## src/srb_cfg.svh

```systemverilog
// Offsets, reset values and timing figures of the ramp, status and brake block.
// Assumes inclusion by bare name from the block's design files.
`ifndef SRB_CFG_SVH
`define SRB_CFG_SVH

// Register indices; byte address is four times the index
`define SRB_IDX_CTRL 10'h100
`define SRB_IDX_STATUS 10'h101
`define SRB_IDX_IRQ_STAT 10'h102
`define SRB_IDX_IRQ_MASK 10'h103
`define SRB_IDX_SPD_CMD 10'h104
`define SRB_IDX_TRQ_CMD 10'h105
`define SRB_IDX_RSVD_A 10'h121
`define SRB_IDX_ACCEL 10'h122
`define SRB_IDX_DECEL 10'h123
`define SRB_IDX_SCURVE 10'h124
`define SRB_IDX_INERTIA 10'h125
`define SRB_IDX_ZERO_WIN 10'h126
`define SRB_IDX_TARGET 10'h127
`define SRB_IDX_SPD_FS 10'h128
`define SRB_IDX_TRQ_FS 10'h129
`define SRB_IDX_ON_DLY 10'h12A
`define SRB_IDX_OFF_DLY 10'h12B

// Control register fields
`define SRB_CTRL_W 4
`define SRB_CTRL_RST 4'h0
// Interrupt bits: zero speed rose, at speed rose, brake output changed, drive disabled
`define SRB_IRQ_W 4

// Reset values of the settings
`define SRB_ACCEL_RST 16'h00C8
`define SRB_DECEL_RST 16'h00C8
`define SRB_SCURVE_RST 16'h0000
`define SRB_INERTIA_RST 16'h000A
`define SRB_ZERO_WIN_RST 16'h000A
`define SRB_TARGET_RST 16'h0BB8
`define SRB_TRQ_FS_RST 16'h0064
`define SRB_ON_DLY_RST 16'h0000
`define SRB_OFF_DLY_RST 16'h0064

// Timing: the clock and the millisecond tick
`define SRB_CLK_MHZ 100
`define SRB_TICK_US 1000
// Analog input full scale in millivolts
`define SRB_FULL_MV 10000

`endif

```

## src/srb_pkg.sv

```systemverilog
// Types shared by the ramp, status and brake block.
// Assumes nothing beyond a SystemVerilog compiler.
package srb_pkg;

  typedef enum logic [1:0] {
    SRB_MODE_POS = 2'h0,
    SRB_MODE_SPD = 2'h1,
    SRB_MODE_TRQ = 2'h2
  } srb_mode_t;

  typedef enum logic [3:0] {
    SRB_ST_OFF = 4'h1,
    SRB_ST_ONDLY = 4'h2,
    SRB_ST_RUN = 4'h4,
    SRB_ST_OFFDLY = 4'h8
  } srb_state_t;

  typedef struct packed {
    logic stop_coast;
    srb_mode_t mode;
    logic servo_on;
  } srb_ctrl_t;

  typedef struct packed {
    logic [15:0] accel;
    logic [15:0] decel;
    logic [15:0] scurve;
    logic [15:0] inertia;
    logic [15:0] zero_win;
    logic [15:0] target;
    logic [15:0] spd_fs;
    logic [15:0] trq_fs;
    logic [15:0] on_dly;
    logic [15:0] off_dly;
  } srb_cfg_t;

  typedef struct packed {
    logic ramping;
    logic dyn_brake;
    logic drive_en;
    logic brake;
    logic at_speed;
    logic zero_speed;
  } srb_status_t;

  typedef struct packed {
    logic signed [15:0] spd_cmd;
    logic signed [15:0] spd_lim;
    logic signed [15:0] trq_cmd;
    logic signed [15:0] trq_lim;
  } srb_cmd_t;

endpackage : srb_pkg

```

## src/srb_ctl.sv

```systemverilog
// Speed ramp, analog scaling, speed status flags and brake sequencing, APB slave.
// Assumes speed feedback and analog samples arrive from logic on sys_clk.
`timescale 1ns/1ns
`include "srb_cfg.svh"

// Behaviour
// - Stop mode 0 applies dynamic brake while the drive is disabled; 1 lets the motor coast.
// - Speed mode ramps command from zero to rated speed over accel time.
// - Speed mode ramps command from rated speed to zero over decel time.
// - S-curve time zero disables the ramp; accel and decel times ignored.
// - Nonzero S-curve rounds ramp ends; totals grow by the S-curve time.
// - Zero-speed flag high while speed at or below window, low above.
// - At-speed flag high when either-direction speed reaches target, low below.
// - Analog speed scaled as millivolts times full scale over ten volts.
// - Scaled speed is command in speed mode and limit in torque mode.
// - Analog torque scaled as millivolts times full scale over ten volts.
// - Scaled torque is command in torque mode, limit in position/speed.
// - Brake output activates the on-delay after servo-on.
// - Off-delay zero or positive: brake output drops that long after servo-off.
// - Negative off-delay: brake drops at once, drive disables after magnitude.
module srb_ctl #(
  parameter int TICK_CYCLES = `SRB_TICK_US * `SRB_CLK_MHZ,
  parameter logic [15:0] RATED_RPM = 16'h0BB8
) (
  input wire logic sys_clk,
  input wire logic rst,
  input wire logic psel,
  input wire logic penable,
  input wire logic pwrite,
  input wire logic [11:0] paddr,
  input wire logic [31:0] pwdata,
  output logic [31:0] prdata,
  output logic pready,
  output logic pslverr,
  input wire logic signed [15:0] motor_speed,
  input wire logic signed [15:0] adc_speed_mv,
  input wire logic signed [15:0] adc_torque_mv,
  output logic zero_speed_flag,
  output logic at_speed_flag,
  output logic brake_release_output,
  output logic drive_enable,
  output logic dyn_brake,
  output srb_pkg::srb_cmd_t cmd,
  output logic irq
);

  function automatic logic [15:0] mag(input logic signed [15:0] v);
    mag = v[15] ? 16'(-v) : 16'(v);
  endfunction : mag

  function automatic logic signed [15:0] scale(input logic signed [15:0] mv,
                                               input logic [15:0] fs);
    logic signed [32:0] p;
    p = mv * $signed({1'b0, fs});
    scale = 16'(p / 33'sd`SRB_FULL_MV);
  endfunction : scale

  function automatic logic [31:0] nz(input logic [15:0] t);
    nz = (t == 16'h0000) ? 32'h0000_0001 : {16'h0000, t};
  endfunction : nz

  function automatic logic mode_is(input srb_pkg::srb_ctrl_t c,
                                   input srb_pkg::srb_mode_t m);
    mode_is = (c.mode == m);
  endfunction : mode_is

  // APB slave and register file
  srb_pkg::srb_ctrl_t ctrl_q, ctrl_d;
  srb_pkg::srb_cfg_t cfg_q, cfg_d;
  logic [`SRB_IRQ_W-1:0] irq_stat_q, irq_stat_d, irq_mask_q, irq_mask_d;
  logic [31:0] prdata_q, prdata_d;
  logic pready_q, pready_d, pslverr_q, pslverr_d;
  logic [`SRB_IRQ_W-1:0] ev;
  srb_pkg::srb_status_t st_q, st_d;
  srb_pkg::srb_cmd_t cmd_q, cmd_d;
  logic irq_q, irq_d;
  logic [9:0] idx;
  logic hit, wr_now;
  logic acc_first;

  assign idx = paddr[11:2];
  assign wr_now = psel & penable & pready_q & pwrite;
  // First access cycle of a transfer
  assign acc_first = psel & penable & ~pready_q;

  always_comb begin
    hit = (paddr[1:0] == 2'h0);
    prdata_d = 32'h0000_0000;
    unique case (idx)
      `SRB_IDX_CTRL: prdata_d = {28'h0, ctrl_q};
      `SRB_IDX_STATUS: prdata_d = {26'h0, st_q};
      `SRB_IDX_IRQ_STAT: prdata_d = {28'h0, irq_stat_q};
      `SRB_IDX_IRQ_MASK: prdata_d = {28'h0, irq_mask_q};
      `SRB_IDX_SPD_CMD: prdata_d = {16'h0, cmd_q.spd_cmd};
      `SRB_IDX_TRQ_CMD: prdata_d = {16'h0, cmd_q.trq_cmd};
      `SRB_IDX_RSVD_A: prdata_d = 32'h0000_0000;
      `SRB_IDX_ACCEL: prdata_d = {16'h0, cfg_q.accel};
      `SRB_IDX_DECEL: prdata_d = {16'h0, cfg_q.decel};
      `SRB_IDX_SCURVE: prdata_d = {16'h0, cfg_q.scurve};
      `SRB_IDX_INERTIA: prdata_d = {16'h0, cfg_q.inertia};
      `SRB_IDX_ZERO_WIN: prdata_d = {16'h0, cfg_q.zero_win};
      `SRB_IDX_TARGET: prdata_d = {16'h0, cfg_q.target};
      `SRB_IDX_SPD_FS: prdata_d = {16'h0, cfg_q.spd_fs};
      `SRB_IDX_TRQ_FS: prdata_d = {16'h0, cfg_q.trq_fs};
      `SRB_IDX_ON_DLY: prdata_d = {16'h0, cfg_q.on_dly};
      `SRB_IDX_OFF_DLY: prdata_d = {16'h0, cfg_q.off_dly};
      default: hit = 1'b0;
    endcase
    if (!hit) begin
      prdata_d = 32'h0000_0000;
    end
    // One wait state: answer registered in the first access cycle
    pready_d = acc_first;
    pslverr_d = acc_first & ~hit;
    if (!acc_first || pwrite) begin
      prdata_d = 32'h0000_0000;
    end
    ctrl_d = ctrl_q;
    cfg_d = cfg_q;
    irq_mask_d = irq_mask_q;
    irq_stat_d = irq_stat_q;
    if (wr_now && hit) begin
      unique case (idx)
        `SRB_IDX_CTRL: ctrl_d = pwdata[`SRB_CTRL_W-1:0];
        `SRB_IDX_IRQ_STAT: irq_stat_d = irq_stat_q & ~pwdata[`SRB_IRQ_W-1:0];
        `SRB_IDX_IRQ_MASK: irq_mask_d = pwdata[`SRB_IRQ_W-1:0];
        `SRB_IDX_ACCEL: cfg_d.accel = pwdata[15:0];
        `SRB_IDX_DECEL: cfg_d.decel = pwdata[15:0];
        `SRB_IDX_SCURVE: cfg_d.scurve = pwdata[15:0];
        `SRB_IDX_INERTIA: cfg_d.inertia = pwdata[15:0];
        `SRB_IDX_ZERO_WIN: cfg_d.zero_win = pwdata[15:0];
        `SRB_IDX_TARGET: cfg_d.target = pwdata[15:0];
        `SRB_IDX_SPD_FS: cfg_d.spd_fs = pwdata[15:0];
        `SRB_IDX_TRQ_FS: cfg_d.trq_fs = pwdata[15:0];
        `SRB_IDX_ON_DLY: cfg_d.on_dly = pwdata[15:0];
        `SRB_IDX_OFF_DLY: cfg_d.off_dly = pwdata[15:0];
        default: ;
      endcase
    end
    // Set wins over write-one-to-clear
    irq_stat_d = irq_stat_d | ev;
    irq_d = |(irq_stat_d & irq_mask_q);
  end

  always_ff @(posedge sys_clk or posedge rst) begin
    if (rst) begin
      ctrl_q <= srb_pkg::srb_ctrl_t'(`SRB_CTRL_RST);
      // Settings leave reset at their defaults
      cfg_q.accel <= `SRB_ACCEL_RST;
      cfg_q.decel <= `SRB_DECEL_RST;
      cfg_q.scurve <= `SRB_SCURVE_RST;
      cfg_q.inertia <= `SRB_INERTIA_RST;
      cfg_q.zero_win <= `SRB_ZERO_WIN_RST;
      cfg_q.target <= `SRB_TARGET_RST;
      cfg_q.spd_fs <= RATED_RPM;
      cfg_q.trq_fs <= `SRB_TRQ_FS_RST;
      cfg_q.on_dly <= `SRB_ON_DLY_RST;
      cfg_q.off_dly <= `SRB_OFF_DLY_RST;
      irq_stat_q <= '0;
      irq_mask_q <= '0;
      prdata_q <= 32'h0000_0000;
      pready_q <= 1'b0;
      pslverr_q <= 1'b0;
      irq_q <= 1'b0;
    end else begin
      ctrl_q <= ctrl_d;
      cfg_q <= cfg_d;
      irq_stat_q <= irq_stat_d;
      irq_mask_q <= irq_mask_d;
      prdata_q <= prdata_d;
      pready_q <= pready_d;
      pslverr_q <= pslverr_d;
      irq_q <= irq_d;
    end
  end

  // Millisecond tick
  logic [31:0] tick_cnt_q, tick_cnt_d;
  logic tick;

  always_comb begin
    tick = (tick_cnt_q == 32'(TICK_CYCLES - 1));
    tick_cnt_d = tick ? 32'h0000_0000 : tick_cnt_q + 32'h0000_0001;
  end

  always_ff @(posedge sys_clk or posedge rst) begin
    if (rst) begin
      tick_cnt_q <= 32'h0000_0000;
    end else begin
      tick_cnt_q <= tick_cnt_d;
    end
  end

  // Servo-on and brake sequencing
  srb_pkg::srb_state_t seq_q, seq_d;
  logic [15:0] dly_q, dly_d;
  logic brake_q, brake_d, drv_q, drv_d;
  logic off_neg;
  logic [15:0] off_mag;

  always_comb begin
    off_neg = cfg_q.off_dly[15];
    off_mag = mag(cfg_q.off_dly);
    seq_d = seq_q;
    brake_d = brake_q;
    drv_d = drv_q;
    dly_d = dly_q;
    // Count saturates so a long stay cannot wrap below a delay setting
    if (tick && dly_q != 16'hFFFF) begin
      dly_d = dly_q + 16'h0001;
    end
    unique case (seq_q)
      srb_pkg::SRB_ST_OFF: begin
        if (ctrl_q.servo_on) begin
          seq_d = srb_pkg::SRB_ST_ONDLY;
          drv_d = 1'b1;
          dly_d = 16'h0000;
        end
      end
      srb_pkg::SRB_ST_ONDLY, srb_pkg::SRB_ST_RUN: begin
        if (!ctrl_q.servo_on) begin
          seq_d = srb_pkg::SRB_ST_OFFDLY;
          dly_d = 16'h0000;
          if (off_neg) begin
            brake_d = 1'b0;
          end else begin
            drv_d = 1'b0;
          end
        end else if (seq_q == srb_pkg::SRB_ST_ONDLY && dly_q >= cfg_q.on_dly) begin
          seq_d = srb_pkg::SRB_ST_RUN;
          brake_d = 1'b1;
        end
      end
      srb_pkg::SRB_ST_OFFDLY: begin
        if (ctrl_q.servo_on) begin
          seq_d = srb_pkg::SRB_ST_ONDLY;
          drv_d = 1'b1;
          dly_d = 16'h0000;
        end else if (dly_q >= off_mag) begin
          seq_d = srb_pkg::SRB_ST_OFF;
          brake_d = 1'b0;
          drv_d = 1'b0;
        end
      end
    endcase
  end

  always_ff @(posedge sys_clk or posedge rst) begin
    if (rst) begin
      seq_q <= srb_pkg::SRB_ST_OFF;
      dly_q <= 16'h0000;
      brake_q <= 1'b0;
      drv_q <= 1'b0;
    end else begin
      seq_q <= seq_d;
      dly_q <= dly_d;
      brake_q <= brake_d;
      drv_q <= drv_d;
    end
  end

  // Speed ramp: linear stage then S-curve smoothing stage
  logic signed [15:0] lin_q, lin_d, sc_q, sc_d, tgt;
  logic [31:0] lpend_q, lpend_d, spend_q, spend_d, tsel;
  logic signed [15:0] a_spd, a_trq;
  logic accelerating;

  always_comb begin
    a_spd = scale(adc_speed_mv, cfg_q.spd_fs);
    a_trq = scale(adc_torque_mv, cfg_q.trq_fs);
    tgt = (drv_q && mode_is(ctrl_q, srb_pkg::SRB_MODE_SPD)) ? a_spd : 16'sh0000;
    accelerating = (tgt > lin_q && !lin_q[15]) || (tgt < lin_q && (lin_q[15] || lin_q == 0));
    tsel = accelerating ? nz(cfg_q.accel) : nz(cfg_q.decel);
    lin_d = lin_q;
    sc_d = sc_q;
    lpend_d = lpend_q;
    spend_d = spend_q;
    if (cfg_q.scurve == 16'h0000) begin
      lin_d = tgt;
      sc_d = tgt;
      lpend_d = 32'h0000_0000;
      spend_d = 32'h0000_0000;
    end else begin
      // Rated speed per setting time, spread as unit steps
      if (lin_q == tgt) begin
        lpend_d = 32'h0000_0000;
      end else begin
        if (tick) begin
          lpend_d = lpend_q + {16'h0000, RATED_RPM};
        end
        if (lpend_q >= tsel) begin
          lpend_d = lpend_d - tsel;
          lin_d = (tgt > lin_q) ? lin_q + 16'sh0001 : lin_q - 16'sh0001;
        end
      end
      // Lag of half the S-curve time rounds both ramp corners
      if (sc_q == lin_q) begin
        spend_d = 32'h0000_0000;
      end else begin
        if (tick) begin
          spend_d = spend_q + {15'h0000, mag(16'(lin_q - sc_q)), 1'b0};
        end
        if (spend_q >= {16'h0000, cfg_q.scurve}) begin
          spend_d = spend_d - {16'h0000, cfg_q.scurve};
          sc_d = (lin_q > sc_q) ? sc_q + 16'sh0001 : sc_q - 16'sh0001;
        end
      end
    end
  end

  always_ff @(posedge sys_clk or posedge rst) begin
    if (rst) begin
      lin_q <= 16'sh0000;
      sc_q <= 16'sh0000;
      lpend_q <= 32'h0000_0000;
      spend_q <= 32'h0000_0000;
    end else begin
      lin_q <= lin_d;
      sc_q <= sc_d;
      lpend_q <= lpend_d;
      spend_q <= spend_d;
    end
  end

  // Commands, limits, status flags and events
  // Events held off for one clock after reset, as the flags leave reset low
  logic arm_q, arm_d;
  logic [15:0] spd_mag;

  always_comb begin
    arm_d = 1'b1;
    spd_mag = mag(motor_speed);
    cmd_d.spd_cmd = mode_is(ctrl_q, srb_pkg::SRB_MODE_SPD) ? sc_q : 16'sh0000;
    cmd_d.spd_lim = mode_is(ctrl_q, srb_pkg::SRB_MODE_TRQ) ? a_spd : 16'sh0000;
    cmd_d.trq_cmd = mode_is(ctrl_q, srb_pkg::SRB_MODE_TRQ) ? a_trq : 16'sh0000;
    cmd_d.trq_lim = !mode_is(ctrl_q, srb_pkg::SRB_MODE_TRQ) ? a_trq : 16'sh0000;
    st_d.zero_speed = (spd_mag <= cfg_q.zero_win);
    st_d.at_speed = (spd_mag >= cfg_q.target);
    st_d.brake = brake_q;
    st_d.drive_en = drv_q;
    st_d.dyn_brake = ~drv_q & ~ctrl_q.stop_coast;
    st_d.ramping = (sc_q != tgt);
    ev[0] = arm_q & st_d.zero_speed & ~st_q.zero_speed;
    ev[1] = arm_q & st_d.at_speed & ~st_q.at_speed;
    ev[2] = arm_q & (st_d.brake ^ st_q.brake);
    ev[3] = arm_q & ~st_d.drive_en & st_q.drive_en;
  end

  always_ff @(posedge sys_clk or posedge rst) begin
    if (rst) begin
      arm_q <= 1'b0;
      cmd_q <= '0;
      st_q <= '0;
    end else begin
      arm_q <= arm_d;
      cmd_q <= cmd_d;
      st_q <= st_d;
    end
  end

  assign prdata = prdata_q;
  assign pready = pready_q;
  assign pslverr = pslverr_q;
  assign irq = irq_q;
  assign cmd = cmd_q;
  assign zero_speed_flag = st_q.zero_speed;
  assign at_speed_flag = st_q.at_speed;
  assign brake_release_output = st_q.brake;
  assign drive_enable = st_q.drive_en;
  assign dyn_brake = st_q.dyn_brake;

endmodule : srb_ctl

```

## config.mk

```make
export PLATFORM = sky130hd
export DESIGN_NAME = srb_ctl
export DESIGN_NICKNAME = d
export VERILOG_FILES = /design/src/srb_pkg.sv /design/src/srb_ctl.sv
export VERILOG_INCLUDE_DIRS = /design/src
export SDC_FILE = /design/constraint.sdc
export NUM_CORES = 2
export LEC_CHECK = 0
export ABC_AREA = 1
export BUFFER_PORTS_ARGS = -buffer_cell sky130_fd_sc_hd__clkbuf_2
export CAP_MARGIN = 25
export CORE_AREA = 2 2 363 365
export CTS_BUF_LIST = sky130_fd_sc_hd__clkbuf_4
export DETAILED_ROUTE_END_ITERATION = 16
export DIE_AREA = 0 0 365 367
export PLACE_DENSITY = 0.66
export SYNTH_ARGS = -nofsm -noshare
export SYNTH_HDL_FRONTEND = slang
export SYNTH_SLANG_ARGS = --single-unit
export TNS_END_PERCENT = 1
```

## constraint.sdc

```tcl
create_clock -name sys_clk -period 33.1 [get_ports sys_clk]
set_input_delay 1.655 -clock sys_clk [delete_from_list [all_inputs] [get_ports sys_clk]]
set_output_delay 1.655 -clock sys_clk [all_outputs]
set_load 0.005 [all_outputs]
```

==> metrics.md <==
| Metric | Value |
|---|---|
| Status | `complete, no violations` |
| Largest stage delay, worst path | `590 ps` |
| Synth top cells by count | `nand2_1 (2198), inv_1 (1647), nor2_1 (619)` |
| CP most frequent cell | `nand2_1` |
| ANT nets after route | `0` |
| FFs w/ async S/R, synth | `100%` |
| Ys Warns | `0` |
| Postcts setup bufs | `0` |
| Buffers on Ports | `168` |
| Core Box Area | `130000 µm²` |
| CTS sink cnt | `412` |
| Post-Syn Area | `64700 µm²` |
| Slew headroom | `29.9%` |
| # IOs | `201` |
| Synth Area in Simple Gates | `34.9%` |
| Clock Skew | `135 ps` |
| M1 GR Usage | `36.6%` |
| CP Max Fanout | `49` |
| Area contributors post-synth | `dfrtp_1 (15%), nand2_1 (13%), fa_1 (12%)` |
| Antenna violations before repair | `8` |
| Final setup violation count | `0` |
| CP max stage cell | `fa_1` |
| Post-CTS Hold Fix Bufs | `0` |
| Largest family of logic cells by synthesized area | `simple AND/OR/NAND/NOR gates` |
| Vias per cell | `5.28` |
| Fmax | `0.0333 GHz` |
| Area grow syn2layout | `5.10%` |
| Dpl hpwl | `150000 µm` |
| Layout cells sized above 1 | `15.7%` |
| Clock root buffer | `clkbuf_4` |
| Row count | `133` |
| WL/cell | `16.6 µm` |
| Fin crit share | `90.7%` |
| TritonCTS clock tree | `built` |
| Top FF cell, synth | `dfrtp_1` |
| Worst Hold Class | `reg2reg` |
| Register area | `10300 µm²` |
| Avg Cell Area, Syn | `7.00 µm²` |
| Num CTS Buffers | `115` |
| Synth area leader | `dfrtp_1` |
| Startpoint types | `primary input` |
| Vias post-DR | `59100` |
| Routability cong. | `0.959` |
| Post-synthesis compound-gate area fraction | `9.61%` |
| Final TNS setup | `0 ps` |
| # Max-Cap Violations | `0` |
| Worst-margin pin slew | `1050 ps` |
| Pin count of the biggest net entering global routing | `161` |
| First-pass GRT wire length | `302000 µm` |
| Number of fill cells | `13000` |
| Starting density of the core | `49.6%` |
| Post-CTS Resized | `0` |
| Final hold vios | `0` |
| Synth Register Bits | `412` |
| M2 GR Usage | `45.8%` |
| WS Path Type | `in2reg` |
| CP Capture Type | `flop` |
| Post-Synth Adder-Cell Area | `20.9%` |
| Multiplexer share of the synthesized area | `0.0793%` |
| Routed wire length | `185000 µm` |
| Synth Area in XOR/XNOR | `5.24%` |
| Total track usage | `27.9%` |
| DRT Pass-1 Iters | `6` |
| Worst-path clk slew | `60 ps` |
| Clock buffer depth | `3` |
| Routing usage on met3 | `5.15%` |
| Most common cell in the netlist | `nand2_1` |
| Vias in the first global route | `57800` |
| 1st-iter DRT viols | `3930` |
| Area share of the largest cell type after synthesis | `14.7%` |
| Global route hottest layer | `met2` |
| CTS H-tree depth | `3` |
| Multi-input logic area | `45900 µm²` |
| EDFF count, synth | `0` |
| Mapped Cells | `9249` |
| Final routed DRC violation total | `0` |
| Slew Limit Fails | `0` |
| Die Wd | `365 µm` |
| WP data required | `34040 ps` |
| Post-synthesis sequential area ratio | `16.0%` |
| Netlist cell types | `99` |
| Total gr overflow | `0` |
| WP data arrival | `30950 ps` |
| RSZ-0062 raised after global routing | `false` |
| Die height | `367 µm` |
| Tmin final | `30020 ps` |
| Clock latency at the later pin of the worst-skew pair | `1110 ps` |
| Die area | `134000 µm²` |
| Final nets | `10300` |
==> layer usage <==
layer  part of all wire (%)  vias to the layer above
li1                       -                    29100
met1                     43                    28100
met2                     46                     1529
met3                    6.9                      334
met4                    4.0                        8
met5                  0.034                        -
==> worst max-delay path, delay by kind of cell <==
family	cells	cell delay, ps
buffers and inverters	18	2350
and+or+nand+nor	143	19050
adders and majority gates	11	4550
AOI/OAI and AO/OA	9	2260
xor gates and xnor gates	3	850
==> flip-flops by register name, indices dropped and copies added (netlist names), 4 cells and up <==
name and count:
sc_q 16, prdata 16, lpend_q 32, ctrl_q 4, seq_q 4, spend_q 32, irq_mask_q 4, tick_cnt_q 32
lin_q 16, dly_q 16, irq_stat_q 4, cmd 64, cfg_q 160
==> cell usage in the layout, fill, tap and decap left out, types with 42 or more instances in the layout <==
cell | netlist | routed
nand2_1 | 2198 | 2198
inv_1 | 1647 | 1646
nor2_1 | 619 | 618
nand3_1 | 542 | 542
ha_1 | 452 | 452
fa_1 | 394 | 394
o21ai_0 | 382 | 382
dfrtp_1 | 381 | 381
nand2_2 | 342 | 342
xor2_1 | 256 | 256
a21oi_1 | 255 | 255
nand2_4 | 213 | 213
clkbuf_2 | 0 | 168
clkbuf_4 | 0 | 167
nand4_1 | 139 | 139
inv_2 | 98 | 98
xnor2_1 | 90 | 90
nor3_1 | 90 | 88
nor2_2 | 86 | 87
clkinv_1 | 32 | 62
nor4_1 | 59 | 59
nor2_4 | 56 | 56
nand3_2 | 55 | 55
o22ai_1 | 49 | 49
a221oi_1 | 42 | 42
==> through the flow <==
step	hold WS (ps)	worst slack [ps]	util, %	instances	cell area, µm²
floorplan	375	7990	-	9264	64800
global placement	381	2500	50.9	11000	66400
detailed placement	389	2100	51.0	11000	66500
CTS	405	3180	52.1	11200	68000
global route	453	376	52.1	11200	68000
finish	402	3080	52.1	11200	68000
==> final timing paths <==
check / slack (ps) / endpoint / depth (start not counted) / start
worst max-delay path: 3080 / lpend_q[29]$_DFF_PP0_ / 184 / adc_speed_mv[15]
worst min-delay path: 400 / drive_enable$_DFF_PP0_ / 0 / drv_q$_DFFE_PP0P_
worst max register to register: 3480 / lpend_q[29]$_DFF_PP0_ / 184 / cfg_q[54]$_DFFE_PP0P_
worst min register to register: 400 / drive_enable$_DFF_PP0_ / 0 / drv_q$_DFFE_PP0P_
max in group asynchronous: 29890 / cmd[45]$_DFF_PP0_ / 4 / rst
min in group asynchronous: 750 / irq$_DFF_PP0_ / 2 / rst
==> cell families (layout without fill, tap and decap cells) <==
| family | after synthesis | in the layout |
|---|---|---|
| multiplexers | 5 | 5 |
| buffers and inverters | 2072 | 2226 |
| AND/OR/NAND/NOR | 4529 | 4529 |
| flip-flops | 412 | 412 |
| XOR/XNOR | 367 | 367 |
| other | 2 | 33 |
| adder cells (fa/ha/maj) | 847 | 847 |
| AO/OA/AOI/OAI | 1015 | 1015 |
==> cell type report <==
type,count,area share (%)
Multi-Input combinational cell,6780,67.5
Sequential cell,412,15.2
Inverter,1812,10.2
Tap cell,1755,3.23
Clock buffer,167,1.84
Timing Repair Buffer,201,1.66
Clock inverter,46,0.366
Antenna cell,16,0.0589
Power is not shown: default switching activity piles up to over one toggle a cycle in this logic, so the estimate is an artifact.
